[config.mk]
export PLATFORM = sky130hd
export DESIGN_NAME = dma_channel_register_set
export DESIGN_NICKNAME = d
export VERILOG_FILES = /design/src/core/xfer_pkg.sv /design/src/core/dma_channel_register_set.sv
export VERILOG_INCLUDE_DIRS = /design/src /design/src/core
export SDC_FILE = /design/constraint.sdc
export NUM_CORES = 2
export LEC_CHECK = 0
export ABC_AREA = 0
export BUFFER_PORTS_ARGS = -buffer_cell sky130_fd_sc_hd__clkbuf_2
export CORE_UTILIZATION = 30
export DETAILED_ROUTE_END_ITERATION = 12
export GPL_TIMING_DRIVEN = 0
export PLACE_DENSITY = 0.51
export SLEW_MARGIN = 20
export SYNTH_ARGS = -nofsm -noshare
export SYNTH_HDL_FRONTEND = slang
export SYNTH_SLANG_ARGS = --single-unit
[constraint.sdc]
create_clock -name core_clk_in -period 9.98 [get_ports core_clk_in]
set_clock_uncertainty 0.2 [all_clocks]
set_input_delay 1.497 -clock core_clk_in [delete_from_list [all_inputs] [get_ports core_clk_in]]
set_output_delay 1.497 -clock core_clk_in [all_outputs]
set_load 0.02 [all_outputs]
[src/core/xfer_defs.svh]
// Register offsets, field positions, reset values and vector figures of the channel register set.
`ifndef XFER_DEFS_SVH
`define XFER_DEFS_SVH

// ==========================================================================
// Bus map
// ==========================================================================
`define XFER_ADDR_W 10
`define XFER_CHAN_STRIDE 10'h020
`define XFER_OFS_CONTROL 3'h0
`define XFER_OFS_REQ_SEL 3'h1
`define XFER_OFS_PRI_START 3'h2
`define XFER_OFS_SEC_START 3'h3
`define XFER_OFS_PERIPH_ADDR 3'h4
`define XFER_OFS_COUNT 3'h5
`define XFER_OFS_COLLISION 10'h100
`define XFER_OFS_PINGPONG 10'h104

// ==========================================================================
// Fields and reset values
// ==========================================================================
`define XFER_CTL_ENABLE_BIT 15
`define XFER_CTL_ONESHOT_BIT 1
`define XFER_CTL_PINGPONG_BIT 0
`define XFER_RESET_16 16'h0000
`define XFER_RESET_10 10'h000
`define XFER_PTR_STEP 16'h0002

// ==========================================================================
// Interrupt vectors
// ==========================================================================
`define XFER_VEC_CH5 7'h45
`define XFER_VEC_CH6 7'h4C
`define XFER_VEC_CH7 7'h4D
`define XFER_VEC_NONE 7'h00
`define XFER_PTAB_CH5 24'h00008E
`define XFER_PTAB_CH6 24'h00009C
`define XFER_PTAB_CH7 24'h00009E
`define XFER_ATAB_CH5 24'h00018E
`define XFER_ATAB_CH6 24'h00019C
`define XFER_ATAB_CH7 24'h00019E
`define XFER_TAB_NONE 24'h000000

`endif

[src/core/xfer_pkg.sv]
// Types shared by the channel register set.
package xfer_pkg;
   typedef logic [15:0] word_t;
   typedef logic [9:0] count_t;
   typedef logic [2:0] chan_t;
   typedef enum logic [1:0] {
      BUS_IDLE = 2'b01,
      BUS_ACK = 2'b10
   } bus_state_e;
endpackage : xfer_pkg

[src/core/dma_channel_register_set.sv]
// Eight-channel transfer controller register set with its word FIFO and RAM write engine.
//
// Added by the designer: the Avalon-MM register port and the address map.
`timescale 1ns/1ns
`include "xfer_defs.svh"

// ==========================================================================
// Word FIFO
// ==========================================================================
module word_fifo #(
   parameter int WIDTH = 19,
   parameter int DEPTH = 8
) (
   // Clock and reset
   input wire logic clk_in,
   input wire logic rst_n_in,
   // Fill side
   input wire logic in_valid_in,
   input wire logic [WIDTH-1:0] in_data_in,
   output logic in_ready_out,
   // Drain side
   output logic out_valid_out,
   output logic [WIDTH-1:0] out_data_out,
   input wire logic out_ready_in
);
   localparam int AW = $clog2(DEPTH);
   logic [WIDTH-1:0] mem_ff [DEPTH];
   logic [AW-1:0] wr_ptr_ff;
   logic [AW-1:0] rd_ptr_ff;
   logic [AW:0] level_ff;
   logic push;
   logic pop;

   assign in_ready_out = (level_ff != (AW+1)'(DEPTH));
   assign out_valid_out = (level_ff != '0);
   assign out_data_out = mem_ff[rd_ptr_ff];
   assign push = in_valid_in && in_ready_out;
   assign pop = out_valid_out && out_ready_in;

   always_ff @(posedge clk_in) begin
      if (push) begin
         mem_ff[wr_ptr_ff] <= in_data_in;
      end
   end

   always_ff @(posedge clk_in) begin
      if (!rst_n_in) begin
         wr_ptr_ff <= '0;
         rd_ptr_ff <= '0;
         level_ff <= '0;
      end else begin
         if (push) begin
            wr_ptr_ff <= (wr_ptr_ff == AW'(DEPTH - 1)) ? '0 : wr_ptr_ff + 1'b1;
         end
         if (pop) begin
            rd_ptr_ff <= (rd_ptr_ff == AW'(DEPTH - 1)) ? '0 : rd_ptr_ff + 1'b1;
         end
         level_ff <= level_ff + (AW+1)'(push) - (AW+1)'(pop);
      end
   end
endmodule : word_fifo

module dma_channel_register_set (
   // Clock and reset
   input wire logic core_clk_in,
   input wire logic rst_n_in,
   // Avalon-MM slave
   input wire logic [`XFER_ADDR_W-1:0] avs_address_in,
   input wire logic avs_read_in,
   input wire logic avs_write_in,
   input wire logic [31:0] avs_writedata_in,
   input wire logic [3:0] avs_byteenable_in,
   output logic [31:0] avs_readdata_out,
   output logic avs_waitrequest_out,
   // Peripheral word stream
   input wire logic periph_valid_in,
   input wire xfer_pkg::chan_t periph_chan_in,
   input wire xfer_pkg::word_t periph_data_in,
   output logic periph_ready_out,
   input wire logic [7:0] periph_collision_in,
   // RAM write port
   output logic ram_we_out,
   output xfer_pkg::word_t ram_addr_out,
   output xfer_pkg::word_t ram_wdata_out,
   input wire logic ram_ready_in,
   input wire logic ram_collision_in,
   // Interrupt controller side
   output logic [7:0] chan_irq_out,
   output logic [6:0] irq_vector_out,
   output logic [23:0] pri_table_addr_out,
   output logic [23:0] alt_table_addr_out
);
   import xfer_pkg::*;

   // ==========================================================================
   // Helpers
   // ==========================================================================
   function automatic word_t merge_be(input word_t old, input logic [31:0] wd,
                                      input logic [3:0] be);
      word_t res;
      res = old;
      if (be[0]) begin
         res[7:0] = wd[7:0];
      end
      if (be[1]) begin
         res[15:8] = wd[15:8];
      end
      return res;
   endfunction : merge_be

   // Only channels five to seven have known vectors; the rest report none.
   function automatic logic [6:0] vec_of(input chan_t ch);
      case (ch)
         3'h5: vec_of = `XFER_VEC_CH5;
         3'h6: vec_of = `XFER_VEC_CH6;
         3'h7: vec_of = `XFER_VEC_CH7;
         default: vec_of = `XFER_VEC_NONE;
      endcase
   endfunction : vec_of

   function automatic logic [23:0] table_of(input chan_t ch, input logic alt);
      case (ch)
         3'h5: table_of = alt ? `XFER_ATAB_CH5 : `XFER_PTAB_CH5;
         3'h6: table_of = alt ? `XFER_ATAB_CH6 : `XFER_PTAB_CH6;
         3'h7: table_of = alt ? `XFER_ATAB_CH7 : `XFER_PTAB_CH7;
         default: table_of = `XFER_TAB_NONE;
      endcase
   endfunction : table_of

   // ==========================================================================
   // Storage
   // ==========================================================================
   word_t ctl_ff [8];
   word_t req_sel_ff [8];
   word_t sta_ff [8];
   word_t stb_ff [8];
   word_t pad_ff [8];
   count_t cnt_ff [8];
   word_t ptr_ff [8];
   count_t done_ff [8];
   logic [7:0] pp_sel_ff;
   logic [7:0] ram_col_ff;
   logic [7:0] per_col_ff;
   logic [3:0] last_chan_ff;
   bus_state_e bus_state_ff;
   logic [31:0] rdata_ff;
   logic [7:0] irq_ff;
   logic [6:0] vec_ff;
   logic [23:0] ptab_ff;
   logic [23:0] atab_ff;

   // ==========================================================================
   // Bus decode
   // ==========================================================================
   logic req;
   logic wr_take;
   logic shared_hit;
   chan_t bus_ch;
   logic [2:0] bus_reg;
   logic chan_hit;

   assign req = avs_read_in || avs_write_in;
   assign shared_hit = avs_address_in[8];
   assign bus_ch = avs_address_in[7:5];
   assign bus_reg = avs_address_in[4:2];
   assign chan_hit = !avs_address_in[9] && !shared_hit;
   assign avs_waitrequest_out = req && (bus_state_ff != BUS_ACK);
   assign wr_take = avs_write_in && (bus_state_ff == BUS_ACK);
   assign avs_readdata_out = rdata_ff;

   // One wait cycle: the request is seen, read data is registered, then acknowledged.
   always_ff @(posedge core_clk_in) begin
      if (!rst_n_in) begin
         bus_state_ff <= BUS_IDLE;
      end else begin
         case (bus_state_ff)
            BUS_IDLE: bus_state_ff <= req ? BUS_ACK : BUS_IDLE;
            BUS_ACK: bus_state_ff <= BUS_IDLE;
            default: bus_state_ff <= BUS_IDLE;
         endcase
      end
   end

   always_ff @(posedge core_clk_in) begin
      if (!rst_n_in) begin
         rdata_ff <= 32'h00000000;
      end else if (avs_read_in && bus_state_ff == BUS_IDLE) begin
         rdata_ff <= 32'h00000000;
         if (avs_address_in == `XFER_OFS_COLLISION) begin
            rdata_ff[15:0] <= {ram_col_ff, per_col_ff};
         end else if (avs_address_in == `XFER_OFS_PINGPONG) begin
            rdata_ff[15:0] <= {4'h0, last_chan_ff, pp_sel_ff};
         end else if (chan_hit) begin
            case (bus_reg)
               `XFER_OFS_CONTROL: rdata_ff[15:0] <= ctl_ff[bus_ch];
               `XFER_OFS_REQ_SEL: rdata_ff[15:0] <= req_sel_ff[bus_ch];
               `XFER_OFS_PRI_START: rdata_ff[15:0] <= ptr_ff[bus_ch];
               `XFER_OFS_SEC_START: rdata_ff[15:0] <= ptr_ff[bus_ch];
               `XFER_OFS_PERIPH_ADDR: rdata_ff[15:0] <= pad_ff[bus_ch];
               `XFER_OFS_COUNT: rdata_ff[9:0] <= cnt_ff[bus_ch];
               default: rdata_ff <= 32'h00000000;
            endcase
         end
      end
   end

   // ==========================================================================
   // Transfer engine
   // ==========================================================================
   logic [18:0] head;
   logic head_valid;
   chan_t eng_ch;
   logic eng_en;
   logic pop;
   logic word_done;
   logic blk_end;
   logic [7:0] start_vec;
   word_t ctl_wr;
   word_t cnt_wr;

   assign eng_ch = head[18:16];
   assign eng_en = ctl_ff[eng_ch][`XFER_CTL_ENABLE_BIT];
   assign ram_we_out = head_valid && eng_en;
   assign ram_addr_out = ptr_ff[eng_ch];
   assign ram_wdata_out = head[15:0];
   // Words for a disabled channel are dropped so one idle channel cannot block the rest.
   assign pop = head_valid && (!eng_en || ram_ready_in);
   assign word_done = ram_we_out && ram_ready_in;
   assign blk_end = word_done && (done_ff[eng_ch] == cnt_ff[eng_ch]);
   assign ctl_wr = merge_be(ctl_ff[bus_ch], avs_writedata_in, avs_byteenable_in);
   assign cnt_wr = merge_be({6'h00, cnt_ff[bus_ch]}, avs_writedata_in, avs_byteenable_in);

   word_fifo #(
      .WIDTH(19),
      .DEPTH(8)
   ) u_fifo (
      .clk_in(core_clk_in),
      .rst_n_in(rst_n_in),
      .in_valid_in(periph_valid_in),
      .in_data_in({periph_chan_in, periph_data_in}),
      .in_ready_out(periph_ready_out),
      .out_valid_out(head_valid),
      .out_data_out(head),
      .out_ready_in(pop)
   );

   always_comb begin
      start_vec = 8'h00;
      if (wr_take && chan_hit && bus_reg == `XFER_OFS_CONTROL) begin
         start_vec[bus_ch] = ctl_wr[`XFER_CTL_ENABLE_BIT] &&
                             !ctl_ff[bus_ch][`XFER_CTL_ENABLE_BIT];
      end
   end

   // Register writes; a one-shot channel drops its enable when its block ends.
   always_ff @(posedge core_clk_in) begin
      if (!rst_n_in) begin
         for (int i = 0; i < 8; i++) begin
            ctl_ff[i] <= `XFER_RESET_16;
            req_sel_ff[i] <= `XFER_RESET_16;
            sta_ff[i] <= `XFER_RESET_16;
            stb_ff[i] <= `XFER_RESET_16;
            pad_ff[i] <= `XFER_RESET_16;
            cnt_ff[i] <= `XFER_RESET_10;
         end
      end else begin
         if (blk_end && ctl_ff[eng_ch][`XFER_CTL_ONESHOT_BIT]) begin
            ctl_ff[eng_ch][`XFER_CTL_ENABLE_BIT] <= 1'b0;
         end
         if (wr_take && chan_hit) begin
            case (bus_reg)
               `XFER_OFS_CONTROL: ctl_ff[bus_ch] <= ctl_wr;
               `XFER_OFS_REQ_SEL: begin
                  req_sel_ff[bus_ch] <= merge_be(req_sel_ff[bus_ch], avs_writedata_in,
                                                 avs_byteenable_in);
               end
               `XFER_OFS_PRI_START: begin
                  sta_ff[bus_ch] <= merge_be(sta_ff[bus_ch], avs_writedata_in,
                                             avs_byteenable_in);
               end
               `XFER_OFS_SEC_START: begin
                  stb_ff[bus_ch] <= merge_be(stb_ff[bus_ch], avs_writedata_in,
                                             avs_byteenable_in);
               end
               `XFER_OFS_PERIPH_ADDR: begin
                  pad_ff[bus_ch] <= merge_be(pad_ff[bus_ch], avs_writedata_in,
                                             avs_byteenable_in);
               end
               `XFER_OFS_COUNT: begin
                  cnt_ff[bus_ch] <= cnt_wr[9:0];
               end
               default: ;
            endcase
         end
      end
   end

   // Pointer walk: load on enable, step per word, reload from the next buffer at block end.
   always_ff @(posedge core_clk_in) begin
      if (!rst_n_in) begin
         for (int i = 0; i < 8; i++) begin
            ptr_ff[i] <= `XFER_RESET_16;
            done_ff[i] <= `XFER_RESET_10;
         end
         pp_sel_ff <= 8'h00;
      end else begin
         if (word_done) begin
            if (blk_end) begin
               done_ff[eng_ch] <= `XFER_RESET_10;
               if (ctl_ff[eng_ch][`XFER_CTL_PINGPONG_BIT] && !pp_sel_ff[eng_ch]) begin
                  pp_sel_ff[eng_ch] <= 1'b1;
                  ptr_ff[eng_ch] <= stb_ff[eng_ch];
               end else begin
                  pp_sel_ff[eng_ch] <= 1'b0;
                  ptr_ff[eng_ch] <= sta_ff[eng_ch];
               end
            end else begin
               done_ff[eng_ch] <= done_ff[eng_ch] + 10'h001;
               ptr_ff[eng_ch] <= ptr_ff[eng_ch] + `XFER_PTR_STEP;
            end
         end
         for (int i = 0; i < 8; i++) begin
            if (start_vec[i]) begin
               ptr_ff[i] <= sta_ff[i];
               done_ff[i] <= `XFER_RESET_10;
               pp_sel_ff[i] <= 1'b0;
            end
         end
      end
   end

   // ==========================================================================
   // Status flags
   // ==========================================================================
   logic col_clr;
   assign col_clr = wr_take && avs_address_in == `XFER_OFS_COLLISION;

   // Write one to clear; a collision in the same cycle keeps its flag set.
   always_ff @(posedge core_clk_in) begin
      if (!rst_n_in) begin
         ram_col_ff <= 8'h00;
         per_col_ff <= 8'h00;
      end else begin
         for (int i = 0; i < 8; i++) begin
            if (word_done && ram_collision_in && eng_ch == chan_t'(i)) begin
               ram_col_ff[i] <= 1'b1;
            end else if (col_clr && avs_byteenable_in[1] && avs_writedata_in[8 + i]) begin
               ram_col_ff[i] <= 1'b0;
            end
            if (periph_collision_in[i]) begin
               per_col_ff[i] <= 1'b1;
            end else if (col_clr && avs_byteenable_in[0] && avs_writedata_in[i]) begin
               per_col_ff[i] <= 1'b0;
            end
         end
      end
   end

   always_ff @(posedge core_clk_in) begin
      if (!rst_n_in) begin
         last_chan_ff <= 4'hF;
      end else if (word_done) begin
         last_chan_ff <= {1'b0, eng_ch};
      end
   end

   // ==========================================================================
   // Interrupt controller side
   // ==========================================================================
   // The request pulse, vector and table addresses leave here; flag, enable and priority are kept outside.
   always_ff @(posedge core_clk_in) begin
      if (!rst_n_in) begin
         irq_ff <= 8'h00;
         vec_ff <= `XFER_VEC_NONE;
         ptab_ff <= `XFER_TAB_NONE;
         atab_ff <= `XFER_TAB_NONE;
      end else begin
         irq_ff <= 8'h00;
         if (blk_end) begin
            irq_ff[eng_ch] <= 1'b1;
            vec_ff <= vec_of(eng_ch);
            ptab_ff <= table_of(eng_ch, 1'b0);
            atab_ff <= table_of(eng_ch, 1'b1);
         end
      end
   end

   assign chan_irq_out = irq_ff;
   assign irq_vector_out = vec_ff;
   assign pri_table_addr_out = ptab_ff;
   assign alt_table_addr_out = atab_ff;
endmodule : dma_channel_register_set

=== Word-level counts from Yosys, hierarchy flattened ===
Memory sizes are Yosys's and may differ from the RTL's. A register that Yosys moved wholly into a read port is not among the register bits.
Index checks and enable logic that the tools add are counted.

* Bits in writable memories: 1080
* Flip-flop bits (word level): 135
* Memories: 9
* Logic and storage cells: 558

* $lt $le $gt $ge: 4
* Bitwise gates (word level): 144
* Multiplexer cells: 202
* Reduce and logical (&&, ||, !) cells: 94
* $add $sub $neg: 6
* Eq/ne operators: 65

{| class="wikitable"
|+ Memory list
! name !! words !! bits a word !! read ports !! clocked after memory_dff !! wr ports !! line !! RTL
|-
| u_fifo.mem_ff || 8 || 19 || 1 || 1 || 1 || dma_channel_register_set.sv:27 || <nowiki>logic [WIDTH-1:0] mem_ff [DEPTH];</nowiki>
|-
| ctl_ff || 8 || 16 || 2 || 0 || 8 || dma_channel_register_set.sv:133 || <nowiki>word_t ctl_ff [8];</nowiki>
|-
| pad_ff || 8 || 16 || 1 || 0 || 8 || dma_channel_register_set.sv:137 || <nowiki>word_t pad_ff [8];</nowiki>
|-
| ptr_ff || 8 || 16 || 2 || 0 || 9 || dma_channel_register_set.sv:139 || <nowiki>word_t ptr_ff [8];</nowiki>
|-
| req_sel_ff || 8 || 16 || 1 || 0 || 8 || dma_channel_register_set.sv:134 || <nowiki>word_t req_sel_ff [8];</nowiki>
|-
| sta_ff || 8 || 16 || 9 || 0 || 8 || dma_channel_register_set.sv:135 || <nowiki>word_t sta_ff [8];</nowiki>
|-
| 3 more memories || n/a || n/a || n/a || n/a || n/a || n/a ||
|}

{| class="wikitable"
|+ Operators with widths
! operator !! count
|-
| $mux W16 || 20
|-
| $mux W8 || 37
|-
| $eq A3 B3 Y1 const B || 48
|-
| $mux W1 || 111
|-
| $mux W10 || 10
|-
| $reduce_or A16 Y1 || 6
|-
| $and A1 B1 Y1 || 80
|-
| $pmux W10 S5 || 1
|-
| $logic_and A1 B1 Y1 || 45
|-
| $not A1 Y1 || 41
|-
| $mux W3 || 11
|-
| $reduce_bool A2 Y1 || 16
|-
| $pmux W9 S3 || 1
|-
| $pmux W6 S4 || 1
|-
| $pmux W8 S3 || 1
|-
| $pmux W7 S3 || 1
|-
| $eq A10 B9 Y1 const B || 2
|-
| $ne A4 B4 Y1 const B || 5
|-
| $or A1 B1 Y1 || 19
|-
| $reduce_or A2 Y1 || 9
|-
| $add A16 B2 Y16 const B || 1
|-
| $and A8 B8 Y8 || 2
|-
| $reduce_and A2 Y1 || 7
|-
| $eq A3 B2 Y1 const B || 4
|-
| 21 further kinds || 36
|}

=== Longest topological paths before layout ===
* Depth in word-level cells: 21
* Depth in mapped cells: 20
* Depth with buffers taken out: 14

=== Hierarchy ===
From an unflattened synthesis, not the netlist that was laid out.

* Cells, all modules: 4219
* Area, all modules: 53945.5 µm²

{| class="wikitable"
|+ By module, submodules not included
! module !! cells an instance !! area each (µm²) !! instances !! seq. area each (µm²)
|-
| dma_channel_register_set || 3923 || 47426.7 || 1 || 28687.5
|-
| word_fifo || 296 || 6518.8 || 1 || 4824.6
|}

=== Worst setup path before layout ===
Ideal clock, no wire load.

* Path type: input -> register
* Start: input avs_address_in[4]
* End: memory ptr_ff[1][9] in the netlist's numbering, data pin
* Path buffers: 3
* Data arrival time: 4.519 ns
* Path slack: 5.005 ns
* Library setup time: 0.256 ns
* Stages on the path: 12
* Data required time: 9.524 ns
* Cell sequence: clkbuf_1 nor3_1 nand4_1 a2111oi_2 and3_1 a311o_1 or2_1 buf_2 nor3_1 or3_1 buf_2 a22o_1

{| class="wikitable"
|+ RTL lines
! item !! line !! RTL
|-
| start: declaration || dma_channel_register_set.sv:68 || <nowiki>input wire logic [`XFER_ADDR_W-1:0] avs_address_in,</nowiki>
|-
| end: declaration || dma_channel_register_set.sv:139 ||
|}

==> reports/metrics.csv <==
metric,value,unit
drc,0,
vias,41800,
wire_per_inst,32.4,microns
switching_share,38.1,%
cts_root_buf,clkbuf_16,
tns,0,ns
leakagePower,21.9,nW
cpLargestDelayFamily,buffers and inverters,
synth_enable_flop_cells,1048,
reg2regPathDepth,11,
wl,238000,microns
gr-total-overflow,0,
reg2reg_to,done_ff[0][4],
synth_most_common_cell,edfxtp_1,
grt_pass1_wl,323000,microns
hold_end,last_chan_ff[3],
core,0.177,sq mm
maxSlewViolCount,0,
cp-start-kind,input port,
post_cts_buffers,0,
cts_tree,built,
die_area,0.180,sq mm
rsz0062_at_grt,no,
fmax,131,MHz
finalSetupViolCount,0,
p_per_area,254,mW/mm^2
start_util,30.3,%
die_w,424,microns
yosysTopAreaCellShare,58.8,%
layout-drive-gt1-share,13.5,%
synth_seq_cells,1150,
worst_slew_pin_slew,1.28,ns
synth_warnings,0,
comb_power_share,33.1,%
r2r_setup_slack,2.64,ns
relSlewSlack,14.8,%
synth.top_cells.by_area,"edfxtp_1 59%, nor2_1 4.6%, nand2_1 4.2%",
htree_levels,4,
critPathArrivalTime,7.81,ns
path_buf_inv,7,
post-route-period-util,76.3,%
cts.sinks,1150,
hold_path.startpoint,last_chan_ff[3],
crit_path_end_kind,register,
status,"complete, no violations",
seq_area_frac_synth,62.6,%
crit_fanout,16,
ys.flop_type,edfxtp_1,
synthCells,4528,
layout_min_cycle_time,7.62,ns
rows,154,
post_cts_resized,0,
path_clk_slew,0.06,ns
grt_util_all_layers,25.8,%
synth_commonest_cells,"1,048 x edfxtp_1, 657 x nor2_1, 592 x nand2_1",
p_sw,5.99,mW
syn_to_final_growth,15.9,%
hold_viol_final,0,
portBuffers,129,
antenna_found_initial,13,
critPathSlowestCell,nand2_1,
seqPwrFrac,35.4,%
ir_drop,0.188,mV
fin_total_pwr,15.7,mW
final_nets,4966,
via_per_inst,5.70,
ant_nets,0,
syn_area,0.0535,sq mm
gp_congestion,1.03,
clk_latency,0.81,ns
synth_area_per_cell,11.8,sq um
first_iter_violations,5680,
whs_path_depth,2,
cap_violations,0,
ioPinCount,210,
post-dp-hpwl,167000,microns
yosysTopAreaCell,edfxtp_1,
grt_pass1_vias,39500,
postCtsHoldBufs,0,
path_common_cell,clkbuf_1,
worstPathRequired,10.18,ns
die_h,424,microns
async_reset_ff_share,0,%
setup.worst_path.class,in -> reg,
max_stage_delay,0.95,ns
hold_class,reg -> reg,
synth.distinct_cells,83,
numCtsBuffers,135,
cts_max_path_buffers,3,
clkPwrFrac,31.5,%
intPower,9.74,mW
crit_chain,clkbuf_1 -> clkbuf_1 -> nor2_1 -> clkbuf_1 -> clkbuf_2 -> clkbuf_2 -> clkbuf_2 -> nand2_1 -> clkbuf_1 -> nand2_1,
grt_start_max_net_pins,19,
drt-pass1-iter-count,8,
==> layer usage <==
metal	GRT usage, %	wire (microns)	share of wire (%)
met3	6.22	24900	10
met1	33.0	90400	38
met4	15.1	16100	6.8
met2	39.9	106000	45
met5	0.159	19	0.0080
==> state kept, by name (all words and copies together) (netlist names), 16 cells and up, named ones only <==
name              flops
u_fifo.mem_ff       152
req_sel_ff          128
cnt_ff               80
pad_ff              128
avs_readdata_out     16
ctl_ff              128
ptr_ff              128
sta_ff              128
done_ff              80
stb_ff              128
==> cell usage in the layout, fill, tap and decap left out, types with 17 or more instances in the layout <==
cell type / Yosys / final
clkbuf_1: 215 / 231
buf_4: 96 / 109
mux2i_1: 114 / 114
nand2_1: 592 / 592
nor3_1: 22 / 18
conb_1: 1 / 56
a22o_1: 73 / 73
a31oi_1: 52 / 51
buf_2: 44 / 56
o21ai_0: 139 / 114
and3_1: 56 / 56
inv_1: 34 / 34
buf_1: 31 / 18
dfxtp_1: 102 / 102
nor2b_1: 25 / 25
clkbuf_16: 0 / 139
clkbuf_2: 0 / 148
nand3_1: 103 / 103
edfxtp_1: 1048 / 1048
o21ai_1: 81 / 106
mux2_2: 27 / 27
a32oi_1: 17 / 17
a311oi_1: 21 / 21
mux4_2: 76 / 76
a22oi_1: 281 / 281
xnor2_1: 17 / 17
and2_1: 239 / 239
a21oi_1: 45 / 45
nand2b_1: 40 / 32
nor2_1: 657 / 654
clkinv_1: 0 / 34
nand4_1: 78 / 78
==> cells by family after synthesis <==
family / Yosys count / share of synthesized area, %
AO/OA/AOI/OAI: 816 / 10.6
multiplexers: 228 / 6.28
other: 1 / 0.00701
buffers and inverters: 429 / 3.94
XOR/XNOR: 27 / 0.442
adder cells (fa/ha/maj): 13 / 0.318
AND/OR/NAND/NOR: 1864 / 15.8
flip-flops: 1150 / 62.6
==> layout make-up <==
| cell class | instances | area [sq um] |
|---|---|---|
| Clock buffer | 176 | 3660 |
| Sequential cell | 1150 | 33500 |
| Clock inverter | 70 | 676 |
| Buffer | 395 | 2020 |
| Multi-Input combinational cell | 3004 | 18200 |
| Inverter | 34 | 128 |
| Fill cell | 17500 | 115000 |
| Antenna cell | 6 | 15.0 |
| Tap cell | 2340 | 2930 |
| Timing Repair Buffer | 153 | 902 |
==> power groups by stage <==
stage               sequential [mW]  clock (mW)  combinational [mW]
detailed placement             5.66           0                5.05
CTS                            5.56        4.98                5.07
global route                   5.58        5.15                5.34
finish                         5.57        4.95                5.21
floorplan                      5.62           0                2.91
global placement               5.66           0                5.00
==> worst max-delay path by stage <==
stage	endpoint	slack [ns]	cells past startpoint	from
detailed placement	pad_ff[6][8]	1.94	10	avs_address_in[5]
CTS	ram_addr_out[15]	2.68	14	register
global route	ram_addr_out[15]	2.54	14	register
finish	pad_ff[6][15]	2.36	10	avs_address_in[5]
global placement	req_sel_ff[6][3]	0.66	10	avs_address_in[5]
floorplan	ptr_ff[1][9]	5.01	12	avs_address_in[4]
==> worst min-delay path: stages, from the launching register on <==
cell	delay, ns
dfxtp_1	0.31
nand2_1	0.05
nand2_1	0.04
==> per-stage QoR <==
| step | cell area (sq um) | instances | setup slack [ns] | util (%) | hold WS (ns) |
|---|---|---|---|---|---|
| floorplan | 53700 | 4583 | 5.01 | - | 0.222 |
| global placement | 57300 | 7052 | 0.656 | 32.4 | 0.241 |
| finish | 62000 | 7328 | 2.36 | 35.1 | 0.248 |
| CTS | 62000 | 7322 | 2.68 | 35.1 | 0.251 |
| detailed placement | 57700 | 7076 | 1.94 | 32.6 | 0.243 |
| global route | 62000 | 7324 | 2.54 | 35.1 | 0.263 |
Note: power is estimated with default switching activity, not from simulation.
